[config.mk]
export PLATFORM = sky130hd
export DESIGN_NAME = slp_timing_top
export DESIGN_NICKNAME = d
export VERILOG_FILES = /design/src/design/slp_pkg.sv /design/src/design/slp_timing_top.sv /design/src/design/slp_pclk_gen.sv /design/src/design/slp_palette.sv
export SDC_FILE = /design/constraint.sdc
export NUM_CORES = 1
export LEC_CHECK = 0
export BUFFER_PORTS_ARGS = -buffer_cell sky130_fd_sc_hd__buf_2
export CAP_MARGIN = 20
export CELL_PAD_IN_SITES_DETAIL_PLACEMENT = 1
export CELL_PAD_IN_SITES_GLOBAL_PLACEMENT = 1
export CORE_MARGIN = 2
export CORE_UTILIZATION = 44
export CTS_CLUSTER_SIZE = 40
export DETAILED_ROUTE_END_ITERATION = 10
export PLACE_DENSITY_LB_ADDON = 0.1
export SLEW_MARGIN = 15
export SYNTH_ARGS = -nofsm -noshare
export SYNTH_HDL_FRONTEND = slang
export SYNTH_SLANG_ARGS = --single-unit
[constraint.sdc]
create_clock -name pclk -period 5.9 [get_ports pclk]
set_input_delay 0.885 -clock pclk [delete_from_list [all_inputs] [get_ports pclk]]
set_output_delay 0.885 -clock pclk [all_outputs]
set_load 0.05 [all_outputs]
[src/design/slp_pkg.sv]
// shared constants for the passive-matrix panel timing and palette block
package slp_pkg;
    // ****************************************************************
    // register byte offsets
    // ****************************************************************
    localparam logic [7:0] ADDR_CTRL = 8'h00;
    localparam logic [7:0] ADDR_HTIM = 8'h04;
    localparam logic [7:0] ADDR_LTIM = 8'h08;
    localparam logic [7:0] ADDR_RED = 8'h0C;
    localparam logic [7:0] ADDR_GREEN = 8'h10;
    localparam logic [7:0] ADDR_BLUE = 8'h14;
    localparam logic [7:0] ADDR_STAT = 8'h18;

    // ****************************************************************
    // field positions and widths
    // ****************************************************************
    localparam int CTRL_EN = 0;
    localparam int CTRL_MODE_LO = 1;
    localparam int CTRL_DUAL = 3;
    localparam int CTRL_ACSEL = 4;
    localparam int CTRL_DIV_LO = 16;
    localparam int HTIM_LEN_LO = 0;
    localparam int HTIM_FLC_LO = 16;
    localparam int LTIM_WLH_LO = 0;
    localparam int LTIM_DLY_LO = 8;
    localparam int LTIM_BLK_LO = 16;
    localparam int LTIM_ACN_LO = 24;
    localparam int STAT_LINE_LO = 0;
    localparam int STAT_AC = 16;
    localparam int STAT_FS = 17;
    localparam int STAT_UND = 18;
    localparam int DIV_W = 10;
    localparam int LEN_W = 11;
    localparam int FLC_W = 10;
    localparam int LANES = 8;

    // ****************************************************************
    // reset values and limits
    // ****************************************************************
    localparam logic [31:0] CTRL_RST = 32'h0002_0000;
    localparam logic [31:0] HTIM_RST = 32'h0000_0000;
    localparam logic [31:0] LTIM_RST = 32'h0000_0000;
    localparam logic [31:0] MAP_RST = 32'h0000_0000;
    localparam logic [9:0] DIV_MIN = 10'h002;
    localparam logic [3:0] LVL_ON = 4'hF;
    localparam logic [3:0] LVL_OFF = 4'h0;

    // display data modes
    typedef enum logic [1:0] {
        SLP_MONO,
        SLP_GRAY4,
        SLP_GRAY16,
        SLP_COLOR
    } slp_mode_e;

    // line phases
    typedef enum logic [1:0] {
        ST_ACT,
        ST_SYNC,
        ST_DLY,
        ST_BLK
    } slp_state_e;
endpackage

[src/design/slp_timing_top.sv]
// panel timing generator, data serializer and palette maps with apb registers
//
// Behaviour
// - frame sync high for whole first line
// - select 0: ac bias toggles each frame
// - select 1: ac bias toggles every N line syncs
// - four lanes dual scan, eight single scan
// - pixel clock is bus clock over 2*divider
// - line and frame lengths from timing fields
// - line sync width, then delay before pixels
// - monochrome bypasses palette maps
// - gray/colour levels dithered downstream per lane
// - 4-gray maps value n to blue nibble n
// - 16-gray uses value directly
// - colour pixel splits 3/3/2 bits
// - red and green maps, eight nibbles each
// - blue map, four nibbles
// - line sync after all line data shifted
// - data changes on pixel clock rising edge
// - dual scan: upper lanes lower half
// - level F always on, 0 always off
`timescale 1ns/100ps
module slp_timing_top (
    input wire logic pclk, // bus clock, 100 MHz
    input wire logic presetn, // async reset, active low
    input wire logic psel, // apb select
    input wire logic penable, // apb access phase
    input wire logic pwrite, // apb direction
    input wire logic [7:0] paddr, // apb byte address
    input wire logic [31:0] pwdata, // apb write data
    output logic [31:0] prdata, // apb read data
    output logic pready, // apb ready
    output logic pslverr, // apb error on unmapped address
    input wire logic [63:0] upper_q_data, // upper queue, eight 8-bit lanes
    input wire logic upper_q_valid, // upper queue has data
    output logic upper_q_ready, // upper queue beat taken
    input wire logic [31:0] lower_q_data, // lower queue, four 8-bit lanes
    input wire logic lower_q_valid, // lower queue has data
    output logic lower_q_ready, // lower queue beat taken
    output logic [31:0] lane_level, // mapped levels to dither stage
    input wire logic [7:0] dither_bits, // dither stage answer per lane
    output logic frame_sync_out, // frame sync to panel
    output logic line_sync_out, // line sync to panel
    output logic pixel_clock_out, // pixel clock to panel
    output logic ac_bias_out, // ac bias to panel
    output logic [7:0] pixel_data_out // pixel data to panel
);
    // ****************************************************************
    // registers and decode
    // ****************************************************************
    logic [31:0] ctrl_ff;
    logic [31:0] htim_ff;
    logic [31:0] ltim_ff;
    logic [31:0] red_ff;
    logic [31:0] green_ff;
    logic [15:0] blue_ff;
    logic [31:0] prdata_ff;
    logic [31:0] rd_val;
    logic [31:0] stat_val;
    logic hit;
    logic wr;

    slp_pkg::slp_state_e state_ff;
    slp_pkg::slp_state_e nxt_state;
    logic [7:0] ph_cnt_ff;
    logic [10:0] pix_idx_ff;
    logic [9:0] line_cnt_ff;
    logic start_ff;
    logic frame_sync_ff;
    logic line_sync_ff;
    logic pclk_out_ff;
    logic ac_ff;
    logic [7:0] ac_cnt_ff;
    logic [1:0] phase_ff;
    logic [31:0] lvl_ff;
    logic [7:0] data_ff;
    logic under_ff;

    logic en;
    logic dual;
    logic acsel;
    logic [1:0] mode;
    logic [9:0] div_raw;
    logic [9:0] div;
    logic [10:0] len;
    logic [9:0] flc;
    logic [7:0] cur_field;
    logic done;
    logic pc_rise;
    logic pc_fall;
    logic pc_last;
    logic act_end;
    logic line_end;
    logic frame_start;
    logic load_now;
    logic [1:0] lane_phase;
    logic [1:0] step;
    logic [2:0] phase_sum;
    logic [31:0] lvl_new;
    logic [7:0] nxt_data;

    // control field views
    assign en = ctrl_ff[slp_pkg::CTRL_EN];
    assign dual = ctrl_ff[slp_pkg::CTRL_DUAL];
    assign acsel = ctrl_ff[slp_pkg::CTRL_ACSEL];
    assign mode = ctrl_ff[slp_pkg::CTRL_MODE_LO +: 2];
    assign div_raw = ctrl_ff[slp_pkg::CTRL_DIV_LO +: slp_pkg::DIV_W];
    // values below the minimum would give a half period shorter than two bus cycles
    assign div = (div_raw < slp_pkg::DIV_MIN) ? slp_pkg::DIV_MIN : div_raw;
    assign len = htim_ff[slp_pkg::HTIM_LEN_LO +: slp_pkg::LEN_W];
    assign flc = htim_ff[slp_pkg::HTIM_FLC_LO +: slp_pkg::FLC_W];

    // status word
    always_comb begin
        stat_val = 32'h0000_0000;
        stat_val[slp_pkg::STAT_LINE_LO +: slp_pkg::FLC_W] = line_cnt_ff;
        stat_val[slp_pkg::STAT_AC] = ac_ff;
        stat_val[slp_pkg::STAT_FS] = frame_sync_ff;
        stat_val[slp_pkg::STAT_UND] = under_ff;
    end

    // read mux and address hit
    always_comb begin
        hit = 1'b1;
        rd_val = 32'h0000_0000;
        unique case (paddr)
            slp_pkg::ADDR_CTRL: rd_val = ctrl_ff;
            slp_pkg::ADDR_HTIM: rd_val = htim_ff;
            slp_pkg::ADDR_LTIM: rd_val = ltim_ff;
            slp_pkg::ADDR_RED: rd_val = red_ff;
            slp_pkg::ADDR_GREEN: rd_val = green_ff;
            slp_pkg::ADDR_BLUE: rd_val = {16'h0000, blue_ff};
            slp_pkg::ADDR_STAT: rd_val = stat_val;
            default: hit = 1'b0;
        endcase
    end

    // zero-wait slave: data captured in setup, answered in access
    assign wr = psel && penable && pwrite;
    assign pready = 1'b1;
    assign pslverr = psel && penable && !hit;
    assign prdata = prdata_ff;

    always_ff @(posedge pclk or negedge presetn) begin
        if (!presetn) begin
            prdata_ff <= 32'h0000_0000;
        end else if (psel && !penable) begin
            prdata_ff <= rd_val;
        end
    end

    // writable registers
    always_ff @(posedge pclk or negedge presetn) begin
        if (!presetn) begin
            ctrl_ff <= slp_pkg::CTRL_RST;
            htim_ff <= slp_pkg::HTIM_RST;
            ltim_ff <= slp_pkg::LTIM_RST;
            red_ff <= slp_pkg::MAP_RST;
            green_ff <= slp_pkg::MAP_RST;
            blue_ff <= slp_pkg::MAP_RST[15:0];
        end else if (wr) begin
            if (paddr == slp_pkg::ADDR_CTRL) ctrl_ff <= pwdata;
            if (paddr == slp_pkg::ADDR_HTIM) htim_ff <= pwdata;
            if (paddr == slp_pkg::ADDR_LTIM) ltim_ff <= pwdata;
            if (paddr == slp_pkg::ADDR_RED) red_ff <= pwdata;
            if (paddr == slp_pkg::ADDR_GREEN) green_ff <= pwdata;
            if (paddr == slp_pkg::ADDR_BLUE) blue_ff <= pwdata[15:0];
        end
    end

    // ****************************************************************
    // line sequencer
    // ****************************************************************
    slp_pclk_gen u_pclk_gen (
        .pclk(pclk),
        .presetn(presetn),
        .clr(state_ff != slp_pkg::ST_ACT),
        .hold(!en),
        .div(div),
        .rise(pc_rise),
        .fall(pc_fall),
        .last(pc_last)
    );

    // field of the current non-pixel phase; 0 behaves as 1 cycle
    always_comb begin
        cur_field = 8'h00;
        unique case (state_ff)
            slp_pkg::ST_ACT: cur_field = 8'h00;
            slp_pkg::ST_SYNC: cur_field = ltim_ff[slp_pkg::LTIM_WLH_LO +: 8];
            slp_pkg::ST_DLY: cur_field = ltim_ff[slp_pkg::LTIM_DLY_LO +: 8];
            slp_pkg::ST_BLK: cur_field = ltim_ff[slp_pkg::LTIM_BLK_LO +: 8];
        endcase
    end

    assign done = (ph_cnt_ff + 8'h01) >= cur_field;
    assign act_end = en && (state_ff == slp_pkg::ST_ACT) && pc_last && (pix_idx_ff == len);
    assign line_end = en && (state_ff == slp_pkg::ST_BLK) && done;
    assign frame_start = line_end && (start_ff || (line_cnt_ff == flc));

    // next phase; everything freezes while video is off
    always_comb begin
        nxt_state = state_ff;
        if (en) begin
            unique case (state_ff)
                slp_pkg::ST_ACT: if (act_end) nxt_state = slp_pkg::ST_SYNC;
                slp_pkg::ST_SYNC: if (done) nxt_state = slp_pkg::ST_DLY;
                slp_pkg::ST_DLY: if (done) nxt_state = slp_pkg::ST_BLK;
                slp_pkg::ST_BLK: if (done) nxt_state = slp_pkg::ST_ACT;
            endcase
        end
    end

    // phase and phase-cycle counter
    always_ff @(posedge pclk or negedge presetn) begin
        if (!presetn) begin
            state_ff <= slp_pkg::ST_BLK;
            ph_cnt_ff <= 8'h00;
        end else if (en) begin
            state_ff <= nxt_state;
            ph_cnt_ff <= (nxt_state != state_ff) ? 8'h00 : ph_cnt_ff + 8'h01;
        end
    end

    // pixel clocks within the line
    always_ff @(posedge pclk or negedge presetn) begin
        if (!presetn) begin
            pix_idx_ff <= 11'h000;
        end else if (line_end) begin
            pix_idx_ff <= 11'h000;
        end else if (en && state_ff == slp_pkg::ST_ACT && pc_last) begin
            pix_idx_ff <= pix_idx_ff + 11'h001;
        end
    end

    // line counter and frame sync over the entire first line
    always_ff @(posedge pclk or negedge presetn) begin
        if (!presetn) begin
            line_cnt_ff <= 10'h000;
            start_ff <= 1'b1;
            frame_sync_ff <= 1'b0;
        end else if (frame_start) begin
            line_cnt_ff <= 10'h000;
            start_ff <= 1'b0;
            frame_sync_ff <= 1'b1;
        end else if (line_end) begin
            line_cnt_ff <= line_cnt_ff + 10'h001;
            frame_sync_ff <= 1'b0;
        end
    end

    // line sync tracks the sync phase
    always_ff @(posedge pclk or negedge presetn) begin
        if (!presetn) begin
            line_sync_ff <= 1'b0;
        end else begin
            line_sync_ff <= (nxt_state == slp_pkg::ST_SYNC);
        end
    end

    // ac bias: per frame, or every N line syncs (N of 0 acts as 1)
    always_ff @(posedge pclk or negedge presetn) begin
        if (!presetn) begin
            ac_ff <= 1'b0;
            ac_cnt_ff <= 8'h00;
        end else if (frame_start) begin
            ac_cnt_ff <= 8'h00;
            if (!acsel) ac_ff <= !ac_ff;
        end else if (acsel && act_end) begin
            if ((ac_cnt_ff + 8'h01) >= ltim_ff[slp_pkg::LTIM_ACN_LO +: 8]) begin
                ac_ff <= !ac_ff;
                ac_cnt_ff <= 8'h00;
            end else begin
                ac_cnt_ff <= ac_cnt_ff + 8'h01;
            end
        end
    end

    // ****************************************************************
    // data path
    // ****************************************************************
    // next pixel is fetched half a period ahead, the first one in blank
    assign load_now = line_end ||
        (en && state_ff == slp_pkg::ST_ACT && pc_fall && pix_idx_ff != len);
    assign upper_q_ready = load_now;
    assign lower_q_ready = load_now && dual;

    // colour subpixel phase of lane 0, restarting every line
    assign lane_phase = line_end ? 2'h0 : phase_ff;
    assign step = dual ? 2'h1 : 2'h2;
    assign phase_sum = {1'b0, lane_phase} + {1'b0, step};

    always_ff @(posedge pclk or negedge presetn) begin
        if (!presetn) begin
            phase_ff <= 2'h0;
        end else if (load_now) begin
            phase_ff <= (phase_sum >= 3'h3) ? 2'(phase_sum - 3'h3) : phase_sum[1:0];
        end
    end

    // one palette per lane
    genvar gi;
    generate
        for (gi = 0; gi < slp_pkg::LANES; gi = gi + 1) begin : g_lane
            logic [7:0] val;
            logic [3:0] ksum;
            logic [1:0] kind;
            logic [3:0] lvl;
            if (gi >= 4) begin : g_hi
                // dual scan puts the lower half on the upper lanes
                assign val = dual ? lower_q_data[(gi - 4) * 8 +: 8] :
                    upper_q_data[gi * 8 +: 8];
            end else begin : g_lo
                assign val = upper_q_data[gi * 8 +: 8];
            end
            assign ksum = {2'b00, lane_phase} + (dual ? 4'(gi % 4) : 4'(gi));
            assign kind = 2'(ksum % 4'h3);
            slp_palette u_palette (
                .mode(mode),
                .kind(kind),
                .val(val),
                .red_map(red_ff),
                .green_map(green_ff),
                .blue_map(blue_ff),
                .lvl(lvl)
            );
            assign lvl_new[gi * 4 +: 4] = lvl;
            // extreme levels fixed, others take the dither answer
            assign nxt_data[gi] = (lvl_ff[gi * 4 +: 4] == slp_pkg::LVL_ON) ? 1'b1 :
                (lvl_ff[gi * 4 +: 4] == slp_pkg::LVL_OFF) ? 1'b0 :
                dither_bits[gi];
        end
    endgenerate

    // levels held for the dither stage until the next fetch
    always_ff @(posedge pclk or negedge presetn) begin
        if (!presetn) begin
            lvl_ff <= 32'h0000_0000;
        end else if (load_now) begin
            lvl_ff <= lvl_new;
        end
    end

    // panel data and pixel clock move together on the rising point
    always_ff @(posedge pclk or negedge presetn) begin
        if (!presetn) begin
            data_ff <= 8'h00;
            pclk_out_ff <= 1'b0;
        end else if (pc_rise) begin
            data_ff <= nxt_data;
            pclk_out_ff <= 1'b1;
        end else if (pc_fall) begin
            pclk_out_ff <= 1'b0;
        end
    end

    // underrun is sticky; a new one wins over the clear
    always_ff @(posedge pclk or negedge presetn) begin
        if (!presetn) begin
            under_ff <= 1'b0;
        end else if (load_now && (!upper_q_valid || (dual && !lower_q_valid))) begin
            under_ff <= 1'b1;
        end else if (wr && paddr == slp_pkg::ADDR_STAT && pwdata[slp_pkg::STAT_UND]) begin
            under_ff <= 1'b0;
        end
    end

    // outputs
    assign lane_level = lvl_ff;
    assign frame_sync_out = frame_sync_ff;
    assign line_sync_out = line_sync_ff;
    assign pixel_clock_out = pclk_out_ff;
    assign ac_bias_out = ac_ff;
    assign pixel_data_out = data_ff;
endmodule

[src/design/slp_pclk_gen.sv]
// pixel clock divider: one period is twice the divider in bus clocks
`timescale 1ns/100ps
module slp_pclk_gen (
    input wire logic pclk, // bus clock
    input wire logic presetn, // async reset, active low
    input wire logic clr, // restart the period at zero
    input wire logic hold, // freeze the count
    input wire logic [9:0] div, // divider, already clamped
    output logic rise, // pixel clock rising point
    output logic fall, // pixel clock falling point
    output logic last // final bus cycle of the period
);
    logic [10:0] cnt_ff;
    logic [10:0] per;
    logic run;

    // period bounds
    assign per = {div, 1'b0};
    assign run = !clr && !hold;
    assign rise = run && (cnt_ff == 11'h000);
    assign fall = run && (cnt_ff == {1'b0, div});
    assign last = run && (cnt_ff == per - 11'h001);

    // free count while running, held while frozen
    always_ff @(posedge pclk or negedge presetn) begin
        if (!presetn) begin
            cnt_ff <= 11'h000;
        end else if (clr) begin
            cnt_ff <= 11'h000;
        end else if (!hold) begin
            cnt_ff <= last ? 11'h000 : cnt_ff + 11'h001;
        end
    end
endmodule

[src/design/slp_palette.sv]
// one data lane: maps a pixel value to a 4-bit level
`timescale 1ns/100ps
module slp_palette (
    input wire logic [1:0] mode, // display data mode
    input wire logic [1:0] kind, // subpixel: 0 red, 1 green, 2 blue
    input wire logic [7:0] val, // raw lane value
    input wire logic [31:0] red_map, // red level map
    input wire logic [31:0] green_map, // green level map
    input wire logic [15:0] blue_map, // blue and 4-gray level map
    output logic [3:0] lvl // mapped level
);
    // mode dependent selection
    always_comb begin
        lvl = slp_pkg::LVL_OFF;
        unique case (slp_pkg::slp_mode_e'(mode))
            slp_pkg::SLP_MONO: lvl = {4{val[0]}};
            slp_pkg::SLP_GRAY4: lvl = blue_map[{val[1:0], 2'b00} +: 4];
            slp_pkg::SLP_GRAY16: lvl = val[3:0];
            slp_pkg::SLP_COLOR: begin
                // red 7:5, green 4:2, blue 1:0
                if (kind == 2'h0) begin
                    lvl = red_map[{val[7:5], 2'b00} +: 4];
                end else if (kind == 2'h1) begin
                    lvl = green_map[{val[4:2], 2'b00} +: 4];
                end else begin
                    lvl = blue_map[{val[1:0], 2'b00} +: 4];
                end
            end
        endcase
    end
endmodule

Word level (Yosys, flattened, before mapping). Index checks and enable logic that the tools add are counted.

Equality and inequality tests: 36. $add $sub $neg: 15. Div/mod/pow operators: 8. Reduce and logical (&&, ||, !) cells: 67. $lt $le $gt $ge: 4. Shift-type cells: 24. Mux-type cells: 82.

Operators with widths (number): 32-bit by 6-bit indexed part select with 4-bit output (16); 32-bit one-hot mux with 7 select lines (1); 4-bit one-hot mux with 4 select lines (8); 16-bit by 5-bit indexed part select with 4-bit output (8); 4-bit two-way mux (16); 8-bit two-way mux (8); 11-bit two-way mux (5); 4-bit == test, second input constant (8); 4-bit logical NOT (8); 8-bit one-hot mux with 4 select lines (1); 10-bit two-way mux (3); 4-bit by 2-bit remainder unit with 4-bit output, second input constant (7); 1-bit two-way mux (27); 8-bit by 5-bit == test with 1-bit output, second input constant (3); 11-bit by 1-bit adder with 11-bit output, second input constant (2); 11-bit == test (2); 2-bit by 1-bit == test with 1-bit output, second input constant (11); 1-bit logical AND (22); 2-bit logical NOT (10); 2-bit by 3-bit adder with 4-bit output (4); 8-bit by 1-bit adder with 8-bit output, second input constant (2); 8-bit by 4-bit == test with 1-bit output, second input constant (2); 8-bit greater-or-equal comparator (2); 2-bit two-way mux (8); 26 further kinds (52).

Word-level logic and storage cells: 258. Bits of input ports: 151. Output and inout bits: 80. Register bits after elaboration: 306.

Longest topological paths before layout. Gate-level depths: netlist of the first run.

Depth in word-level cells: 12. Depth in mapped cells: 31. Gate-level depth less buffers: 30.

Modules after synthesis. From an unflattened synthesis of the first run, not the netlist that was laid out.

Cell total of the unflattened synthesis: 2147. Area total of the unflattened synthesis: 22750.6 sq um.

By module, submodules not included: slp_timing_top (times used 1, area an instance 14898.0 sq um, sequential area each 7387.1 sq um, cells each 1245); slp_palette (times used 8, area an instance 835.8 sq um, sequential area each 0.0 sq um, cells each 95); slp_pclk_gen (times used 1, area an instance 1166.1 sq um, sequential area each 275.3 sq um, cells each 142).

Worst setup path before layout of the first run. OpenSTA, ideal clock, no wires.

Path kind: register to register. Start point: register state_ff[1]. End point: register lvl_ff[23] (netlist: lane_level[23]). Path buffers: 3. Library setup time: 0.095 ns. Data required time: 5.805 ns. Arrival time: 6.134 ns. Period minus slack after synthesis: 6.230 ns. Cell stages (with the launch flop): 29. Path slack: -0.330 ns. Cell sequence: dfstp_2 -> clkbuf_1 -> mux2_2 -> a22o_1 -> ha_1 -> and3_1 -> o21ai_1 -> a311o_2 -> and3_1 -> buf_2 -> buf_1 -> ha_1 -> xnor2_1 -> o21ai_1 -> inv_2 -> ha_1 -> inv_1 -> ha_1 -> o21ai_0 -> nand2_1 -> a41o_1 -> nand2_1 -> ha_1 -> nand2b_1 -> o21ai_1 -> nand3_1 -> and3b_1 -> a311o_1 -> o31ai_1.

Longest elaborated chain between the ends: 11. Elaborated cells on any way between the ends: 24. Those cells by class: add/sub (1); div (1); order compare (1); eq/ne (4); mux (5); reduce/logical (12).

Ends and longest elaborated chain: start, declared (line slp_timing_top.sv:63) `slp_pkg::slp_state_e state_ff;`; start signal, assigned (line slp_timing_top.sv:217) `state_ff <= slp_pkg::ST_BLK;`; start signal, assigned (line slp_timing_top.sv:220) `state_ff <= nxt_state;`; 2-bit == test, or another cell as far along (line slp_timing_top.sv:188, slp_timing_top.sv:198); 8-bit one-hot mux with 4 select lines (line slp_timing_top.sv:188) `unique case (state_ff)`; 8-bit greater-or-equal comparator (line slp_timing_top.sv:196) `assign done = (ph_cnt_ff + 8'h01) >= cur_field;`; 1-bit logical AND (line slp_timing_top.sv:198) `assign line_end = en && (state_ff == slp_pkg::ST_BLK) && done;`; 2-bit two-way mux (line slp_timing_top.sv:289) `assign lane_phase = line_end ? 2'h0 : phase_ff;`; 2-bit by 3-bit adder with 4-bit output (line slp_timing_top.sv:316) `assign ksum = {2'b00, lane_phase} + (dual ? 4'(gi % 4) : 4'(gi));`; 4-bit by 2-bit remainder unit with 4-bit output (line slp_timing_top.sv:317) `assign kind = 2'(ksum % 4'h3);`; 2-bit by 1-bit == test with 1-bit output (line slp_palette.sv:23) `end else if (kind == 2'h1) begin`; 4-bit two-way mux (line slp_palette.sv:23); 4-bit two-way mux (line slp_palette.sv:21) `if (kind == 2'h0) begin`; 4-bit one-hot mux with 4 select lines (line slp_palette.sv:15) `unique case (slp_pkg::slp_mode_e'(mode))`; end signal, assigned (line slp_timing_top.sv:340) `lvl_ff <= lvl_new;`; end, declared (line slp_timing_top.sv:75) `logic [31:0] lvl_ff;`.

Parallel ways exist; a longest one is shown, timed or not. A chain may end at the register's enable or synchronous reset.

Final worst setup path of the first run. Ends and elaborated chain as after synthesis.

==> impl_metrics.json, run 1 <==
{
  "dp.cells": 2784,
  "dieWidth_um": 229,
  "power.density_nw_per_um2": 207.4,
  "clock_latency_ps": 590,
  "cts_sinks": 306,
  "grt_setup_unrepaired": "false",
  "start_util_pct": 44.49,
  "final_max_slew_viol_count": 0,
  "holdWs_ps": 284.3,
  "synth_fp_nets": 2188,
  "end_kind": "register",
  "min_period_ps": 5624,
  "skew_ps": 37.11,
  "cts.path.max_buffers": 3,
  "ys_warn_count": 0,
  "firstDrtPassIters": 7,
  "cts.htree.levels": 2,
  "final_common_cell": "dfrtp_1",
  "period_share_pct": 95.33,
  "crit_arrival_ps": 6080,
  "area_growth_pct": 13.94,
  "nets": 2352,
  "final_antenna_net_count": 0,
  "wl_um": 85870,
  "synth-seq-cells": 306,
  "core.rowCount": 82,
  "numPortBuffers": 229,
  "hp-class": "primary input to asynchronous set/reset pin",
  "cp_max_fo": 7,
  "timing.slew.headroom_pct": 24.73,
  "critPathLaunchType": "register",
  "core_area_um2": 50070,
  "finalSetupViolCount": 0,
  "clkSlewWorstSetupHoldPaths_ps": 60,
  "yosys-top-cells-area": "dfrtp_1 (34%), mux4_2 (16%), mux2_2 (11%)",
  "instances_no_fill": 2864,
  "vias_per_cell": 6.592,
  "grt_antenna_before_repair": 7,
  "path_class": "register to register",
  "peakVddDrop_uv": 201.3,
  "drv_cap": 0,
  "cp.required_ps": 6360,
  "grtUsageTotal_pct": 32.46,
  "synthArstFlopShare_pct": 100.0,
  "root_buffer": "clkbuf_16",
  "drive_gt1_share_pct": 36.18,
  "fin_area_um2": 25380,
  "syn_area_per_cell_um2": 11.17,
  "hold_viol": 0,
  "max_slew.worst_pin.slew_ps": 1098,
  "synth.distinct_cells": 99,
  "yosysTopAreaCell": "dfrtp_1",
  "die_h_um": 229,
  "gp_congestion": 0.8964,
  "wl_per_cell_um": 29.98,
  "fillers": 5394,
  "gr-total-overflow": 0,
  "grt_pass1_wl_um": 128600,
  "hold_buffers": 0,
  "synthCells": 1995,
  "outcome": "complete, no violations",
  "tritoncts": "done",
  "yosysSeqAreaShare_pct": 34.40,
  "leakage_uw": 0.01137,
  "io-pin-count": 231,
  "synthFlopType": "dfrtp_1",
  "vias": 18880,
  "layout_common_cells": "dfrtp_1 (300), buf_2 (228), mux2_2 (210)",
  "die_area_um2": 52440,
  "synth_edf_count": 0,
  "first_iter_violations": 1781,
  "dp_hpwl_um": 62690,
  "syn-cell-area_um2": 22280,
  "cts_buffers": 39,
  "grt_pass1_vias": 19360,
  "fmax_mhz": 177.8,
  "grt_max_degree": 149,
  "placed_cell_area_um2": 24010,
  "synth_top_area_share_pct": 33.93,
  "route.detailed.drc": 0
}
registers in the layout, summed over array words and instances (netlist names):
name,count
htim_ff,32
green_ff,32
start_ff,1
line_cnt_ff,10
ph_cnt_ff,8
ltim_ff,32
line_sync_out,1
u_pclk_gen.cnt_ff,11
prdata,32
red_ff,32
under_ff,1
lane_level,32
pix_idx_ff,11
blue_ff,16
ctrl_ff,32
phase_ff,2
frame_sync_out,1
pixel_clock_out,1
state_ff,2
ac_cnt_ff,8
ac_bias_out,1
pixel_data_out,8
cell families (layout without fill, tap and decap cells):
logic type | Yosys count | in the layout | share of synthesized area [%]
xor+xnor | 80 | 80 | 3.241
mux | 510 | 510 | 33.50
compound gates | 432 | 432 | 13.00
flops | 306 | 306 | 34.40
other cells | 1 | 7 | 0.01683
buf+inv | 207 | 398 | 3.870
simple gates | 417 | 417 | 9.549
fa+ha+maj | 42 | 42 | 2.427
worst paths after layout:
check	startpoint	endpoint	slack, ps	cells after the start
max	state_ff[1]$_DFFE_PN1P_	lane_level[23]$_DFFE_PN0P_	280	25
min	presetn	prdata[28]$_DFFE_PN0P_	280	1
min reg2reg	pixel_clock_out$_DFFE_PN0P_	pixel_clock_out$_DFFE_PN0P_	470	2
max in group asynchronous	presetn	ctrl_ff[2]$_DFFE_PN0P_	4300	2
min in group pclk	pixel_clock_out$_DFFE_PN0P_	pixel_clock_out$_DFFE_PN0P_	470	2
max reg2reg	state_ff[1]$_DFFE_PN1P_	lane_level[23]$_DFFE_PN0P_	280	25
where the power goes:
part           switching (µW)  internal [µW]
logic                     425            251
clock network             999           1370
registers                74.1           2140
total                    1500           3760
metrics by stage:
step / total power [µW] / utilization [%] / TNS (ps) / worst slack [ps]
after floorplan: 2652 / - / 0 / 55.24
after global placement: 2910 / 47.94 / 0 / 113.9
after detailed placement: 2927 / 47.95 / -70.01 / -70.01
after CTS: 5302 / 50.41 / 0 / 55.87
after global routing: 5439 / 50.69 / 0 / 8.334
final: 5263 / 50.69 / 0 / 275.6
Yosys cell counts (all sizes together), types with 45 or more instances:
master  number
a31oi       49
mux2       213
clkbuf     114
nand2      113
a22oi       47
nor2        92
o21ai       98
nand3       53
dfrtp      302
mux4       160
inv         45
buf         47
mux2i      137
a21oi       72
area by class of cell:
class / instances / area (µm²) / area share (%)
clock buffers: 52 / 1075 / 4.235
flip-flops and latches: 306 / 7671 / 30.22
inverters: 46 / 172.7 / 0.6803
repair buffers: 284 / 1585 / 6.246
well taps: 672 / 840.8 / 3.313
diodes: 6 / 15.01 / 0.05916
multi-input cells: 1482 / 13870 / 54.64
clock inverters: 16 / 153.9 / 0.6064
critical path: stages, from the launching register on:
cell and delay (ps):
dfstp_4 660, mux2_2 340, a22o_1 190, ha_1 270, and3_1 140, o21ai_1 70
a311o_2 500, and3_2 290, ha_1 260, xnor2_2 180, buf_4 160, nor3_4 300
inv_2 100, ha_1 240, o21ai_2 100, nand2_1 100, a41o_1 230, nand2_1 90
ha_2 210, nor2_1 70, nand2_2 110, o21ai_1 110, nand3_1 100, and3b_1 180
a311o_1 310, o31ai_1 210
routing by layer:
layer	track usage, %	part of all wire, %	up-vias
li1	-	-	8026
met1	42.04	41	9941
met2	54.46	49	748
met3	5.503	6.2	162
met4	12.52	3.8	2
met5	0	0.020	-
repair_timing:
action                     4_1_cts  5_1_grt
pin swaps                        0        3
buffers inserted                 0        5
setup endpoints to repair        1        8
resized for setup                1       19
Power figures use the tool's default switching activity.
==> inputs of run 2 (changes only) <==
Settings changed: ABC_AREA set to 1, CORE_UTILIZATION 44 to 39, CTS_CLUSTER_SIZE 40 to 14.
==> run 2 against run 1 <==
  * Cell area is 1.1% lower
  * Clock power is 2% higher
  * Register-to-register slack better by 180 ps
  * Utilization is 6.1 points lower
  * Global-route usage is 4.4 points higher
  * Highest routed layer unchanged
  * Critical endpoint is now lane_level[30]$_DFFE_PN0P_
  * First-iteration DRC count is 15% higher
  * Die area is 12% higher
  * Cell count is 44% higher
  * Clock-buffer cell count is 3 lower
==> impl_metrics.json, run 2 <==
{
  "power.density_nw_per_um2": 217.5,
  "synth.distinct_cells": 65,
  "peakVddDrop_uv": 186.4,
  "placed_cell_area_um2": 23780,
  "slowest_stage": "dfstp_2",
  "dieWidth_um": 242.2,
  "core_area_um2": 56280,
  "end_kind": "register",
  "grt_use_met1_pct": 46.29,
  "syn-cell-area_um2": 22120,
  "switching_share_pct": 31.26,
  "netlist_top_cells_count": "nand2_1 (679), o21ai_0 (528), inv_1 (373)",
  "cts_buffers": 37,
  "cts_sinks": 306,
  "grtUsageTotal_pct": 36.85,
  "fmax_mhz": 183.8,
  "cts.path.max_buffers": 3,
  "cp_max_fo": 17,
  "numPortBuffers": 229,
  "io-pin-count": 231,
  "wl_um": 110700,
  "grt_setup_unrepaired": "false",
  "drv_cap": 0,
  "clkSlewWorstSetupHoldPaths_ps": 60,
  "yosys-top-cells-area": "dfrtp_1 (34%), o21ai_0 (12%), nand2_1 (12%)",
  "finalSetupTns_ps": 0,
  "start_util_pct": 39.31,
  "outcome": "complete, no violations",
  "firstDrtPassIters": 5,
  "layout_common_cells": "nand2_1 (676), o21ai_0 (528), inv_1 (373)",
  "grt_max_degree": 115,
  "dp_hpwl_um": 83760,
  "die_h_um": 242.2,
  "crit_family": "simple AND/OR/NAND/NOR gates",
  "hold_viol": 0,
  "root_buffer": "clkbuf_16",
  "cp.buffers_inverters": 9,
  "drive_gt1_share_pct": 12.97,
  "grt_pass1_vias": 24710,
  "cp_common_cell": "nand2_1",
  "route.detailed.drc": 0,
  "die_area_um2": 58640,
  "grt_pass1_wl_um": 162900,
  "nets": 3526,
  "skew_ps": 22.80,
  "period_share_pct": 92.21,
  "final_antenna_net_count": 0,
  "synthFlopType": "dfrtp_1",
  "final_max_slew_viol_count": 0,
  "grt_antenna_before_repair": 5,
  "clkPwrFrac_pct": 44.1,
  "min_period_ps": 5440,
  "ys_warn_count": 0,
  "clock_latency_ps": 590,
  "grtUsageMet2_pct": 60.89,
  "critPathLaunchType": "register",
  "grtUsageMet3_pct": 5.927,
  "max_slew.worst_pin.slew_ps": 1211,
  "path_class": "register to register",
  "yosysSeqAreaShare_pct": 34.64,
  "yosysMostFrequentCell": "nand2_1",
  "syn_area_per_cell_um2": 6.891,
  "internal_power_uw": 3753,
  "vias_per_cell": 6.052,
  "area_growth_pct": 13.51,
  "cts.htree.levels": 2,
  "fin_area_um2": 25110,
  "hold_buffers": 0,
  "core.rowCount": 87,
  "synth_fp_nets": 3403,
  "synth_edf_count": 0,
  "synth_top_area_share_pct": 34.16,
  "first_iter_violations": 2043,
  "gp_congestion": 1.027,
  "synth-seq-cells": 306,
  "crit_arrival_ps": 5920,
  "final_common_cell": "nand2_1",
  "finalSetupViolCount": 0,
  "switchingPower_uw": 1707,
  "grt_busiest_layer": "met2",
  "gr-total-overflow": 0,
  "leakage_uw": 0.01139,
  "slowest_delay_ps": 640,
  "synthCells": 3210,
  "yosysTopAreaCell": "dfrtp_1",
  "seqPwrFrac_pct": 40.5,
  "tritoncts": "done",
  "synthArstFlopShare_pct": 100.0,
  "vias": 24930,
  "hp-class": "primary input to asynchronous set/reset pin",
  "timing.slew.headroom_pct": 18.40,
  "cp.required_ps": 6380,
  "p_comb_share_pct": 15.4,
  "wl_per_cell_um": 26.89
}
[run 2: final timing paths]
check                                   startpoint                          to  slack (ps)  depth (start not counted)
max                        state_ff[0]$_DFFE_PN1P_  lane_level[30]$_DFFE_PN0P_         460                         35
min                                        presetn  lane_level[22]$_DFFE_PN0P_         390                          1
max reg2reg                state_ff[0]$_DFFE_PN1P_  lane_level[30]$_DFFE_PN0P_         460                         35
min reg2reg                  prdata[3]$_DFFE_PN0P_       prdata[3]$_DFFE_PN0P_         480                          2
max in group asynchronous                  presetn      red_ff[17]$_DFFE_PN0P_        4280                          2
min in group pclk            prdata[3]$_DFFE_PN0P_       prdata[3]$_DFFE_PN0P_         480                          2
[run 2: cell families (layout without fill, tap and decap cells)]
logic type / after synthesis / count (layout) / synth area share (%)
AOI/OAI and AO/OA: 1078 / 1078 / 27.94
muxes: 3 / 3 / 0.1414
other: 1 / 3 / 0.01695
and+or+nand+nor: 1152 / 1152 / 22.70
adders and majority gates: 42 / 42 / 2.444
xor gates and xnor gates: 50 / 50 / 1.980
buffers and inverters: 578 / 729 / 10.14
DFF: 306 / 306 / 34.64
[run 2: final cells by class]
class,count,area [µm²]
fill,7327,31170
tap,756,945.9
sequential,306,7664
clock inverter,18,190.2
multi-input combinational,2326,12230
timing repair buffer,272,1531
antenna,2,5.005
clock buffer,49,1072
inverter,390,1466
[run 2: through the flow]
step	power [µW]	hold slack [ps]	utilization (%)	instances	setup slack, ps
3_3_place_gp	3046	462.7	42.19	4042	509.0
6_report	5460	393.3	44.61	4119	459.9
3_5_place_dp	3073	470.4	42.26	4047	293.2
4_1_cts	5491	427.8	44.50	4114	276.8
2_1_floorplan	2706	430.2	-	3210	1145
5_1_grt	5645	463.3	44.61	4117	10.32
[run 2: what timing repair did]
action | in CTS | in global routing
endpoints found under the setup margin | 0 | 9
buffers inserted | 0 | 0
gates resized for setup | 0 | 3
[run 2: power by group through the flow]
stage	clock [µW]	sequential [µW]	combinational (µW)
final	2410	2210	839
after global routing	2520	2220	912
after CTS	2450	2210	830
after detailed placement	0	2250	826
after global placement	0	2240	803
after floorplan	0	2290	411
[run 2: routing by layer]
| layer | share of wire, % | up-vias |
|---|---|---|
| met1 | 41 | 12410 |
| met3 | 6.7 | 284 |
| met2 | 46 | 1024 |
| met5 | 0.026 | - |
| met4 | 6.0 | 4 |
| li1 | - | 11210 |
